--- config.mk ---
export PLATFORM = sky130hd
export DESIGN_NAME = apm_port_mixer
export DESIGN_NICKNAME = d
export VERILOG_FILES = /design/src/design/apm_pkg.sv /design/src/design/apm_mix_lane.sv /design/src/design/apm_port_mixer.sv
export VERILOG_INCLUDE_DIRS = /design/src /design/src/design
export SDC_FILE = /design/constraint.sdc
export NUM_CORES = 1
export LEC_CHECK = 0
export BUFFER_PORTS_ARGS = -buffer_cell sky130_fd_sc_hd__buf_2
export CORE_MARGIN = 5
export CORE_UTILIZATION = 45
export DETAILED_ROUTE_END_ITERATION = 10
export PLACE_DENSITY = 0.63
export REMOVE_ABC_BUFFERS = 1
export SYNTH_ARGS = -nofsm -noshare
export SYNTH_HDL_FRONTEND = slang
export SYNTH_HIERARCHICAL = 1
export SYNTH_SLANG_ARGS = --single-unit
--- constraint.sdc ---
create_clock -name clk -period 9.15 [get_ports clk]
set_input_delay 0.915 -clock clk [delete_from_list [all_inputs] [get_ports clk]]
set_output_delay 0.915 -clock clk [all_outputs]
set_load 0.01 [all_outputs]
--- src/design/apm_consts.svh ---
// Constants of the audio port configuration and input mixer block
`ifndef APM_CONSTS_SVH
`define APM_CONSTS_SVH

// Register indices; byte address is four times the index
`define APM_IDX_CFG2    10'h009
`define APM_IDX_MIX     10'h00a
`define APM_IDX_SLOT1   10'h00b
`define APM_IDX_IRQST   10'h010
`define APM_IDX_IRQMSK  10'h011

// Reset values
`define APM_RST_CFG2    8'h00
`define APM_RST_MIX     8'h00
`define APM_RST_SLOT1   8'h00
`define APM_RST_IRQ     3'h0

// Mixing select codes
`define APM_MIX_OFF     2'h0
`define APM_MIX_SLOT0   2'h1
`define APM_MIX_SLOT1   2'h2
`define APM_MIX_SPLIT   2'h3

// Output word length codes
`define APM_WLEN_16     2'h0
`define APM_WLEN_20     2'h1
`define APM_WLEN_24     2'h2
`define APM_WLEN_32     2'h3

// Full-scale positive values per word length, 34-bit sum domain
`define APM_MAX_16      34'h0_0000_7fff
`define APM_MAX_20      34'h0_0007_ffff
`define APM_MAX_24      34'h0_007f_ffff
`define APM_MAX_32      34'h0_7fff_ffff

// Interrupt status bit positions
`define APM_IRQ_FAULT   0
`define APM_IRQ_RESUME  1
`define APM_IRQ_SAT     2

// Slot field: top bit marks the right-hand half in two-channel formats
`define APM_SLOT_RIGHT  5

`endif

--- src/design/apm_pkg.sv ---
// Types of the audio port configuration and input mixer block
`default_nettype none
package apm_pkg;

    // Port configuration register two
    typedef struct packed {
        logic       daisy;          // 1: chained topology, 0: shared bus
        logic       rsvdSix;        // Reads zero
        logic       errDetectOff;   // 1: bus errors ignored
        logic       faultResumeOff; // 1: stay down after an error
        logic [3:0] rsvdLow;        // Reads zero
    } apm_cfg2_s;

    // Input mixing configuration register
    typedef struct packed {
        logic [1:0] mixSel;         // Mixing source select
        logic [1:0] gainSel;        // Attenuation in 6 dB steps
        logic       inputMixNegate; // Negate received samples
        logic [2:0] rsvdLow;        // Reads zero
    } apm_mix_s;

    // Channel one slot select register
    typedef struct packed {
        logic [1:0] rsvdHigh;                // Reads zero
        logic [5:0] firstChannelSlotField;   // Output slot 0..63
    } apm_slot_s;

    // A pair of channel samples, first and second
    typedef struct packed {
        logic [31:0] first;
        logic [31:0] second;
    } apm_pair_s;

    // Bus error handling state
    typedef enum logic [1:0] {
        ST_RUN   = 2'b00,
        ST_FAULT = 2'b01,
        ST_HALT  = 2'b10
    } apm_state_e;

    // Whole state of the top module
    typedef struct packed {
        apm_cfg2_s   cfg2;
        apm_mix_s    mix;
        apm_slot_s   slot;
        logic [2:0]  irqStatus;
        logic [2:0]  irqMask;
        apm_state_e  state;
        apm_pair_s   heldInput;
        apm_pair_s   mixOut;
        logic        mixValid;
        logic        pready;
        logic        pslverr;
        logic [31:0] prdata;
        logic        irq;
    } apm_regs_s;

endpackage : apm_pkg
`default_nettype wire

--- src/design/apm_mix_lane.sv ---
// One mixing lane: scale, optionally negate, add and saturate
`include "apm_consts.svh"
`default_nettype none
module apm_mix_lane (
    input  wire logic        [31:0] chanSample,
    input  wire logic        [31:0] mixSample,
    input  wire logic               mixOn,
    input  wire logic        [1:0]  gainSel,
    input  wire logic               inputMixNegate,
    input  wire logic        [1:0]  wordLen,
    output logic             [31:0] result,
    output logic                    saturated
);

    logic signed [31:0] scaled;   // Attenuated input sample
    logic signed [33:0] addend;   // Signed term added to channel data
    logic signed [33:0] sum;      // Unclamped sum
    logic signed [33:0] maxVal;   // Positive full scale
    logic signed [33:0] minVal;   // Negative full scale

    // Each arithmetic shift is close to 6 dB of attenuation
    always_comb begin
        scaled = $signed(mixSample) >>> gainSel;
        if (inputMixNegate) begin
            addend = -{{2{scaled[31]}}, scaled};
        end else begin
            addend = {{2{scaled[31]}}, scaled};
        end
        if (!mixOn) begin
            addend = '0;
        end
        sum = $signed({{2{chanSample[31]}}, chanSample}) + addend;
    end

    // Limits follow the configured output word length
    always_comb begin
        case (wordLen)
            `APM_WLEN_16: maxVal = `APM_MAX_16;
            `APM_WLEN_20: maxVal = `APM_MAX_20;
            `APM_WLEN_24: maxVal = `APM_MAX_24;
            `APM_WLEN_32: maxVal = `APM_MAX_32;
            default:      maxVal = `APM_MAX_32;
        endcase
        minVal = ~maxVal;
    end

    always_comb begin
        if (sum > maxVal) begin
            result    = maxVal[31:0];
            saturated = 1'b1;
        end else if (sum < minVal) begin
            result    = minVal[31:0];
            saturated = 1'b1;
        end else begin
            result    = sum[31:0];
            saturated = 1'b0;
        end
    end

endmodule : apm_mix_lane
`default_nettype wire

--- src/design/apm_port_mixer.sv ---
// Audio port configuration, bus error handling and input mixer with APB registers
`include "apm_consts.svh"
`default_nettype none
module apm_port_mixer (
    input  wire logic                    clk,
    input  wire logic                    rst,
    // APB slave
    input  wire logic                    psel,
    input  wire logic                    penable,
    input  wire logic                    pwrite,
    input  wire logic            [11:0]  paddr,
    input  wire logic            [31:0]  pwdata,
    input  wire logic            [3:0]   pstrb,
    output logic                 [31:0]  prdata,
    output logic                         pready,
    output logic                         pslverr,
    output logic                         irq,
    // Port status and format
    input  wire logic                    busError,
    input  wire logic            [1:0]   wordLen,
    // Samples from the general input pin deserialiser
    input  wire logic                    inputValid,
    input  wire apm_pkg::apm_pair_s      receivedInput,
    // Channel output samples before mixing
    input  wire logic                    chanValid,
    input  wire apm_pkg::apm_pair_s      chanIn,
    // Mixed samples and port controls
    output apm_pkg::apm_pair_s           mixOut,
    output logic                         mixValid,
    output logic                         devicePowerDown,
    output logic                         daisyChain,
    output logic                 [5:0]   firstChannelSlot,
    output logic                         firstSlotRight
);

    ////////////////////////////////////////////////////////////////////////////
    // State and decode

    apm_pkg::apm_regs_s state_reg;     // All flip-flops of the block
    apm_pkg::apm_regs_s state_next;    // Their next value

    logic        addrAligned;          // Low address bits are zero
    logic [9:0]  regIndex;             // Word index of the access
    logic        accessPhase;          // Access phase, answer not yet given
    logic        takeEdge;             // Edge where the transfer completes
    logic        wrTake;               // Write taking effect now
    logic        lane0Written;         // Byte lane zero is strobed
    logic        hitCfg2;              // Index decodes
    logic        hitMix;
    logic        hitSlot;
    logic        hitIrqSt;
    logic        hitIrqMsk;
    logic        hitAny;               // Any mapped register
    logic        cfgWrite;             // Host configuration write
    logic [31:0] readValue;            // Read mux result
    logic        errSeen;              // Error that the block honours
    logic [2:0]  irqEvents;            // Events this cycle
    logic [2:0]  irqClear;             // Write-one-to-clear mask
    logic        mixFirstOn;           // Lane enables
    logic        mixSecondOn;
    logic [31:0] srcFirst;             // Mix source per lane
    logic [31:0] srcSecond;
    apm_pkg::apm_pair_s laneResult;    // Lane outputs
    logic        satFirst;
    logic        satSecond;
    logic        running;              // Not powered down

    ////////////////////////////////////////////////////////////////////////////
    // APB address decode

    // Byte address is four times the register index
    always_comb begin
        addrAligned  = (paddr[1:0] == 2'h0);
        regIndex     = paddr[11:2];
        hitCfg2      = addrAligned && (regIndex == `APM_IDX_CFG2);
        hitMix       = addrAligned && (regIndex == `APM_IDX_MIX);
        hitSlot      = addrAligned && (regIndex == `APM_IDX_SLOT1);
        hitIrqSt     = addrAligned && (regIndex == `APM_IDX_IRQST);
        hitIrqMsk    = addrAligned && (regIndex == `APM_IDX_IRQMSK);
        hitAny       = hitCfg2 || hitMix || hitSlot || hitIrqSt || hitIrqMsk;
        // One wait state: pready rises on the second access cycle
        accessPhase  = psel && penable && !state_reg.pready;
        takeEdge     = psel && penable && state_reg.pready;
        // Only lane zero carries register bits; other lanes are ignored
        lane0Written = pstrb[0];
        wrTake       = takeEdge && pwrite && hitAny && lane0Written;
        cfgWrite     = wrTake && (hitCfg2 || hitMix || hitSlot);
    end

    // Read mux; reserved fields are held at zero so read zero
    always_comb begin
        readValue = 32'h0;
        if (hitCfg2) begin
            readValue[7:0] = state_reg.cfg2;
        end else if (hitMix) begin
            readValue[7:0] = state_reg.mix;
        end else if (hitSlot) begin
            readValue[7:0] = state_reg.slot;
        end else if (hitIrqSt) begin
            readValue[2:0] = state_reg.irqStatus;
        end else if (hitIrqMsk) begin
            readValue[2:0] = state_reg.irqMask;
        end
    end

    ////////////////////////////////////////////////////////////////////////////
    // Mixing lanes

    // Source routing per mixing select
    always_comb begin
        case (state_reg.mix.mixSel)
            `APM_MIX_OFF: begin
                mixFirstOn  = 1'b0;
                mixSecondOn = 1'b0;
                srcFirst    = state_reg.heldInput.first;
                srcSecond   = state_reg.heldInput.second;
            end
            `APM_MIX_SLOT0: begin
                mixFirstOn  = 1'b1;
                mixSecondOn = 1'b1;
                srcFirst    = state_reg.heldInput.first;
                srcSecond   = state_reg.heldInput.first;
            end
            `APM_MIX_SLOT1: begin
                mixFirstOn  = 1'b1;
                mixSecondOn = 1'b1;
                srcFirst    = state_reg.heldInput.second;
                srcSecond   = state_reg.heldInput.second;
            end
            `APM_MIX_SPLIT: begin
                mixFirstOn  = 1'b1;
                mixSecondOn = 1'b1;
                srcFirst    = state_reg.heldInput.first;
                srcSecond   = state_reg.heldInput.second;
            end
            default: begin
                mixFirstOn  = 1'b0;
                mixSecondOn = 1'b0;
                srcFirst    = state_reg.heldInput.first;
                srcSecond   = state_reg.heldInput.second;
            end
        endcase
    end

    // Channel one lane
    apm_mix_lane uLaneFirst (
        .chanSample     (chanIn.first),
        .mixSample      (srcFirst),
        .mixOn          (mixFirstOn),
        .gainSel        (state_reg.mix.gainSel),
        .inputMixNegate (state_reg.mix.inputMixNegate),
        .wordLen        (wordLen),
        .result         (laneResult.first),
        .saturated      (satFirst)
    );

    // Channel two lane
    apm_mix_lane uLaneSecond (
        .chanSample     (chanIn.second),
        .mixSample      (srcSecond),
        .mixOn          (mixSecondOn),
        .gainSel        (state_reg.mix.gainSel),
        .inputMixNegate (state_reg.mix.inputMixNegate),
        .wordLen        (wordLen),
        .result         (laneResult.second),
        .saturated      (satSecond)
    );

    ////////////////////////////////////////////////////////////////////////////
    // Next state

    always_comb begin
        state_next = state_reg;
        irqEvents  = 3'h0;
        irqClear   = 3'h0;
        running    = (state_reg.state == apm_pkg::ST_RUN);
        // detection active only while the bit is zero
        errSeen    = busError && !state_reg.cfg2.errDetectOff;

        // APB answer, one wait state, registered
        state_next.pready = accessPhase;
        if (accessPhase) begin
            state_next.pslverr = !hitAny;
            state_next.prdata  = pwrite ? 32'h0 : readValue;
        end else begin
            state_next.pslverr = 1'b0;
            state_next.prdata  = 32'h0;
        end

        // Register writes at the completing edge
        if (wrTake && hitCfg2) begin
            state_next.cfg2 = pwdata[7:0];
            state_next.cfg2.rsvdSix = 1'b0;
            state_next.cfg2.rsvdLow = 4'h0;
        end
        if (wrTake && hitMix) begin
            state_next.mix = pwdata[7:0];
            state_next.mix.rsvdLow = 3'h0;
        end
        if (wrTake && hitSlot) begin
            state_next.slot = pwdata[7:0];
            state_next.slot.rsvdHigh = 2'h0;
        end
        if (wrTake && hitIrqMsk) begin
            state_next.irqMask = pwdata[2:0];
        end
        if (wrTake && hitIrqSt) begin
            irqClear = pwdata[2:0];
        end

        // Bus error handling
        case (state_reg.state)
            apm_pkg::ST_RUN: begin
                if (errSeen) begin
                    state_next.state = apm_pkg::ST_FAULT;
                    irqEvents[`APM_IRQ_FAULT] = 1'b1;
                end
            end
            apm_pkg::ST_FAULT: begin
                if (!errSeen) begin
                    if (state_reg.cfg2.faultResumeOff) begin
                        state_next.state = apm_pkg::ST_HALT;
                    end else begin
                        state_next.state = apm_pkg::ST_RUN;
                        irqEvents[`APM_IRQ_RESUME] = 1'b1;
                    end
                end
            end
            apm_pkg::ST_HALT: begin
                if (cfgWrite) begin
                    if (errSeen) begin
                        state_next.state = apm_pkg::ST_FAULT;
                    end else begin
                        state_next.state = apm_pkg::ST_RUN;
                        irqEvents[`APM_IRQ_RESUME] = 1'b1;
                    end
                end
            end
            default: begin
                state_next.state = apm_pkg::ST_HALT;
            end
        endcase

        // Received samples are held until the next pair arrives
        if (inputValid) begin
            state_next.heldInput = receivedInput;
        end

        // Mixed output, only while powered up
        state_next.mixValid = chanValid && running;
        if (chanValid && running) begin
            state_next.mixOut = laneResult;
            if (satFirst || satSecond) begin
                irqEvents[`APM_IRQ_SAT] = 1'b1;
            end
        end

        // Sticky status: a new event wins over a clear in the same cycle
        state_next.irqStatus = (state_reg.irqStatus & ~irqClear) | irqEvents;
        state_next.irq       = |(state_next.irqStatus & state_next.irqMask);
    end

    ////////////////////////////////////////////////////////////////////////////
    // State register

    // Synchronous reset to documented values
    always_ff @(posedge clk) begin
        if (rst) begin
            state_reg           <= '0;
            state_reg.cfg2      <= `APM_RST_CFG2;
            state_reg.mix       <= `APM_RST_MIX;
            state_reg.slot      <= `APM_RST_SLOT1;
            state_reg.irqStatus <= `APM_RST_IRQ;
            state_reg.irqMask   <= `APM_RST_IRQ;
            state_reg.state     <= apm_pkg::ST_RUN;
        end else begin
            state_reg <= state_next;
        end
    end

    ////////////////////////////////////////////////////////////////////////////
    // Outputs, all straight from the state register

    assign prdata           = state_reg.prdata;
    assign pready           = state_reg.pready;
    assign pslverr          = state_reg.pslverr;
    assign irq              = state_reg.irq;
    assign mixOut           = state_reg.mixOut;
    assign mixValid         = state_reg.mixValid;
    assign devicePowerDown  = (state_reg.state != apm_pkg::ST_RUN);
    // chained use relies on mixing being off
    assign daisyChain       = state_reg.cfg2.daisy;
    assign firstChannelSlot = state_reg.slot.firstChannelSlotField;
    assign firstSlotRight   = state_reg.slot.firstChannelSlotField[`APM_SLOT_RIGHT];

endmodule : apm_port_mixer
`default_nettype wire

======== After elaboration in Yosys (flattened, before gate mapping) ========
Index checks and enable logic that the tools add are counted.
cells by class
  add/sub/neg operators ................... 4
  $lt $le $gt $ge ......................... 4
  eq/ne operators ......................... 16
  shift-type cells ........................ 2
  muxes and demuxes ....................... 39
  bitwise logic cells ..................... 6
  reduce and logical (&&, ||, !) cells .... 39
operators by type and width
  kind                                                               number
  34-bit two-way mux                                                 4
  34-bit one-hot mux with 4 select lines                             1
  32-bit two-way mux                                                 4
  32-bit one-hot mux with 2 select lines                             2
  32-bit by 34-bit adder with 34-bit output                          2
  34-bit greater-than comparator                                     2
  34-bit less-than comparator                                        2
  34-bit negation                                                    2
  32-bit by 2-bit >>> shifter with 32-bit output                     2
  34-bit inverter                                                    1
  10-bit by 4-bit == test with 1-bit output (second input constant)  3
  10-bit by 5-bit == test with 1-bit output (second input constant)  2
  1-bit logical AND                                                  19
  3-bit two-way mux                                                  6
  8-bit two-way mux                                                  2
  3-bit OR reduction                                                 5
  1-bit two-way mux                                                  13
  2-bit == test (second input constant)                              5
  2-bit logical NOT                                                  4
  2-bit two-way mux                                                  4
  3-bit bitwise AND                                                  2
  2-bit by 1-bit == test with 1-bit output (second input constant)   3
  2-bit != test (second input constant)                              3
  2-bit one-hot mux with 3 select lines                              1
  9 further kinds                                                    16
word-level totals
  bits in registers ....................... 186
  logic and storage cells ................. 130

======== Depth between registers and ports, before layout ========
  word-level depth ........................ 17
  gate-level depth with buffers ........... 45

======== Cells and area by module ========
The synthesis kept the hierarchy.
modules (own cells, without submodules)
  module                      instances  cells each  area each (um^2)  seq. area each (um^2)
  apm_port_mixer              1          828         7,536.0           3,243.1
  apm_mix_lane (uLaneFirst)   1          737         5,012.3           0.0
  apm_mix_lane (uLaneSecond)  1          665         4,880.9           0.0

======== Least setup slack after synthesis ========
OpenSTA, ideal clock, no wires.
  kind .................................... register -> register
  start point ............................. register state_reg[186] (netlist name)
  end point ............................... register state_reg (netlist bit irq)
  arrival ................................. 8.070 ns
  setup slack ............................. 0.945 ns
  cell stages (with the launch flop) ...... 42
  cell sequence ........................... dfxtp_1 nor2b_1 clkbuf_1 buf_1 mux2_2 mux4_2 inv_1 ha_1 inv_1 a211oi_1 o21ai_0 nand2b_1 or3_1 nor2_1 inv_1 o21ai_0 xnor2_1 and2_1 [... 6 more ...] a21o_1 a21o_1 xnor2_1 inv_1 ha_1 or4_1 nor2_1 o21ai_0 o221ai_1 a21oi_1 o31ai_2 buf_2 nand2_1 o211a_1 o21bai_1 a41oi_1 a21bo_2 o221ai_1
on the way
  word-level cells in the longest chain between the ends .. 17
ends and longest elaborated chain
  item                                                RTL line               source
  from (decl)                                         apm_port_mixer.sv:39   apm_pkg::apm_regs_s state_reg;
  from (signal assigned)                              apm_port_mixer.sv:277  state_reg <= state_next;
  2-bit == test or 2-bit logical NOT (tied branches)  apm_port_mixer.sv:111  case (state_reg.mix.mixSel)
  3-bit OR reduction (no source line)                 -
  32-bit one-hot mux with 2 select lines (*)          apm_port_mixer.sv:111
  named net srcSecond[3]                              apm_port_mixer.sv:62   logic [31:0] srcSecond;
  32-bit by 2-bit >>> shifter with 32-bit output (*)  apm_mix_lane.sv:23     scaled = $signed(mixSample) >>> gainSel;
  34-bit negation                                     apm_mix_lane.sv:25     addend = -{{2{scaled[31]}}, scaled};
  34-bit two-way mux (*)                              apm_mix_lane.sv:24     if (inputMixNegate) begin
  34-bit two-way mux (*)                              apm_mix_lane.sv:29     if (!mixOn) begin
  [... 3 more ...]                                    -
  1-bit two-way mux (*)                               apm_mix_lane.sv:48     if (sum > maxVal) begin
  named net satSecond                                 apm_port_mixer.sv:65   logic satSecond;
  1-bit logical OR (*)                                apm_port_mixer.sv:253  if (satFirst || satSecond) begin
  1-bit two-way mux (*)                               apm_port_mixer.sv:253
  1-bit two-way mux (*)                               apm_port_mixer.sv:251  if (chanValid && running) begin
  3-bit OR (*)                                        apm_port_mixer.sv:259  state_next.irqStatus = (state_reg.irqStatus & ~irqClear) | irqEvents;
  3-bit bitwise AND (*)                               apm_port_mixer.sv:260  state_next.irq = |(state_next.irqStatus & state_next.irqMask);
  3-bit OR reduction (*)                              apm_port_mixer.sv:260
Mark *: on every way through the listed nets, which the timed path passes. The rest lies on a longest branch.
A chain may end at the register's enable or synchronous reset.

======== Final worst setup path ========
Ends and elaborated chain as after synthesis.

==> results.cfg <==
[power]
internal_power_w = 0.00147
clockPowerShare_pct = 33.1
swShare_pct = 35.3
powerDensity_mw_per_mm2 = 119
combPwrFrac_pct = 30.9
vdd_drop_max_v = 0.000135
switchingPower_w = 0.000801
cellLeakagePower_nw = 8.48
seq_power_share_pct = 36.1

[clock_tree]
cts_tree = built
clk_pin_slew_ps = 70
cts_max_level = 4
clk_latency_ps = 470
root_buffer = clkbuf_16
cts_buffers = 17
cts_hold_buf = 0
cts_buffer_depth = 2
cts.sinks = 162

[global_routing]
grt-ovfl-total = 0
track_usage_pct = 22.0
grt_max_degree = 87
grt_pass1_wl_um = 76600
antenna_found_initial = 6
grt_pass1_vias = 15100

[timing]
final_hold_viol_count = 0
slew_headroom_pct = 25.3
drv_slew = 0
fin_crit_sh_pct = 92.4
max_freq_mhz = 118
tightestPinTransition_ps = 1120
timing.hold.ws_ps = 450
finClkSkew_ps = 16.7
finalSetupTns_ps = 0
layout_setup_ws_ps = 691
period_needed_ps = 8460
setup_viol = 0

[critical_path]
critical_path_class = flop to flop
max_stage_delay_ps = 520
crit_fanout = 9
cp-end-kind = flop
cp-start-kind = flop
crit_required_ps = 9490
cpMostUsedCell = inv_1
arrival_ps = 8790
critical_path.slowest_cell = or4_1

[cells_and_area]
syn_to_final_growth_pct = 9.09
final_nets = 2651
drive_above_1_share_pct = 20.1
largest_reg_flops = 79

[synthesis]
yosysSeqAreaShare_pct = 18.6
muxShareOfSynthArea_pct = 15.9
synth_compound_area_share_pct = 19.9
synth_cell_types = 101
synth-simple-area-share_pct = 20.7
syn-instance-count = 2230
synth_fa_ha_area_share_pct = 9.99
synth_area_sq_mm = 0.0174
yosys.area_share.xor_xnor_pct = 5.98
synth_edf_count = 0
async_flop_share_pct = 0
synth-seq-cells = 162
synth_top_family_by_area = simple AND/OR/NAND/NOR gates
syn_avg_cell_area_sq_um = 7.82
yosysWarnings = 6
synth_ff_type = dfxtp_1

[route]
drt_iter0_markers = 813
wire_per_inst_um = 17.0
via_per_inst = 5.59
vias = 16000
drtPass1Iterations = 5
wl_um = 48700
ant_nets = 0
drc = 0

[placed_design]
gp_congestion = 0.911
io_buffer_count = 243
dp_hpwl_um = 38300
dp_slack_ps = 358

[min_path]
min-delay-path-class = flop to flop

[floorplan]
rows = 72
boundaryPins = 295
coreArea_sq_mm = 0.0385
initial_utilization_pct = 45.3
dieArea_sq_mm = 0.0428
die_x_um = 207
die_h_um = 207

[job]
maxCapViolations = 0

[status]
status = finished, final reports clean
[worst max-delay path: cells and delay by family (launching register included)]
| family | cells | cell delay, ps |
|---|---|---|
| and+or+nand+nor | 10 | 2410 |
| adders and majority gates | 3 | 840 |
| DFF | 1 | 400 |
| AOI/OAI and AO/OA | 17 | 3030 |
| buffers and inverters | 5 | 460 |
| xor gates and xnor gates | 2 | 240 |
| muxes | 2 | 880 |
[per-stage QoR]
step           util (%)  total power, W  instances  area [sq um]
2_1_floorplan         -         0.00128       2039         16300
3_3_place_gp       47.7         0.00151       2825         18300
3_5_place_dp       47.7         0.00153       2825         18300
4_1_cts            49.2         0.00229       2855         18900
5_1_grt            49.4         0.00240       2857         19000
6_report           49.4         0.00227       2858         19000
[logic make-up after synthesis]
family / Yosys count
adders and majority gates: 138
xor gates and xnor gates: 116
muxes: 233
and+or+nand+nor: 753
DFF: 162
AOI/OAI and AO/OA: 537
buffers and inverters: 290
other: 1
[area by class of cell]
| type | instances | area (sq um) |
|---|---|---|
| inverter | 76 | 285 |
| tap | 518 | 648 |
| fill | 3907 | 19500 |
| antenna | 2 | 5.00 |
| clock inverter | 10 | 124 |
| clock buffer | 20 | 458 |
| sequential | 162 | 3250 |
| timing repair buffer | 269 | 1430 |
| multi-input combinational | 1801 | 12800 |
[cell usage in the layout (no fill, tap or decap), types with 21 or more instances in the layout]
| cell | count |
|---|---|
| nand2_1 | 303 |
| buf_2 | 241 |
| a21oi_1 | 199 |
| nor2_1 | 186 |
| dfxtp_1 | 159 |
| ha_1 | 136 |
| mux2i_1 | 129 |
| o21ai_0 | 81 |
| xnor2_1 | 78 |
| mux2_2 | 77 |
| inv_1 | 72 |
| and2_1 | 49 |
| a21o_1 | 42 |
| xor2_1 | 34 |
| nand2b_1 | 29 |
| nor2b_1 | 26 |
| buf_4 | 26 |
| nor3_1 | 25 |
| conb_1 | 24 |
| nand3_1 | 22 |
| o21ai_1 | 21 |
[path summary, 6_finish.rpt]
| kind | start | to | depth (start not counted) | slack, ps |
|---|---|---|---|---|
| worst min register to register | mixOut[54] | mixOut[54] | 2 | 450 |
| worst max-delay path | state_reg[186] | irq | 39 | 690 |
| worst max register to register | state_reg[186] | irq | 39 | 690 |
| worst min-delay path | mixOut[54] | mixOut[54] | 2 | 450 |
[what timing repair did]
item	in CTS	in global routing
buffers inserted	0	1
endpoints found under the setup margin	0	61
resized for setup	0	17
[synth_stat cells (18+ instances only)]
cell	instances	share of area, %
xor2_1	34	1.7
nand2b_1	29	1.0
inv_1	72	1.6
clkbuf_1	67	1.4
a21o_1	42	1.8
mux2_2	77	5.0
nor2_1	188	4.0
buf_2	19	0.55
nand2_1	305	6.6
buf_1	18	0.39
and2_1	50	1.8
dfxtp_1	162	19
a211oi_1	20	0.86
nand3_1	22	0.63
nor2b_1	27	0.97
o21ai_1	20	0.57
mux4_2	20	2.6
o21ai_0	82	2.4
xnor2_1	80	4.0
buf_4	104	4.5
ha_1	136	9.8
a21oi_1	199	5.7
mux2i_1	129	7.4
nor3_1	25	0.72
[power by group through the flow]
stage,Sequential (W),Clock (W),Combinational [W]
after global placement,0.000830,0,0.000682
final,0.000818,0.000750,0.000701
after floorplan,0.000849,0,0.000429
after global routing,0.000826,0.000792,0.000782
after detailed placement,0.000833,0,0.000695
after CTS,0.000818,0.000770,0.000700
[layer usage]
layer  vias to the layer above  GRT usage, %  share of wire, %  wire (um)
li1                       7977             -                 -          -
met1                      7518          29.9                47      22900
met2                       388          35.5                45      21900
met3                        75          3.70               5.0       2410
met4                         6          7.63               2.9       1390
met5                         -             0             0.070         34
No activity file was read; power rests on OpenSTA's default activity.
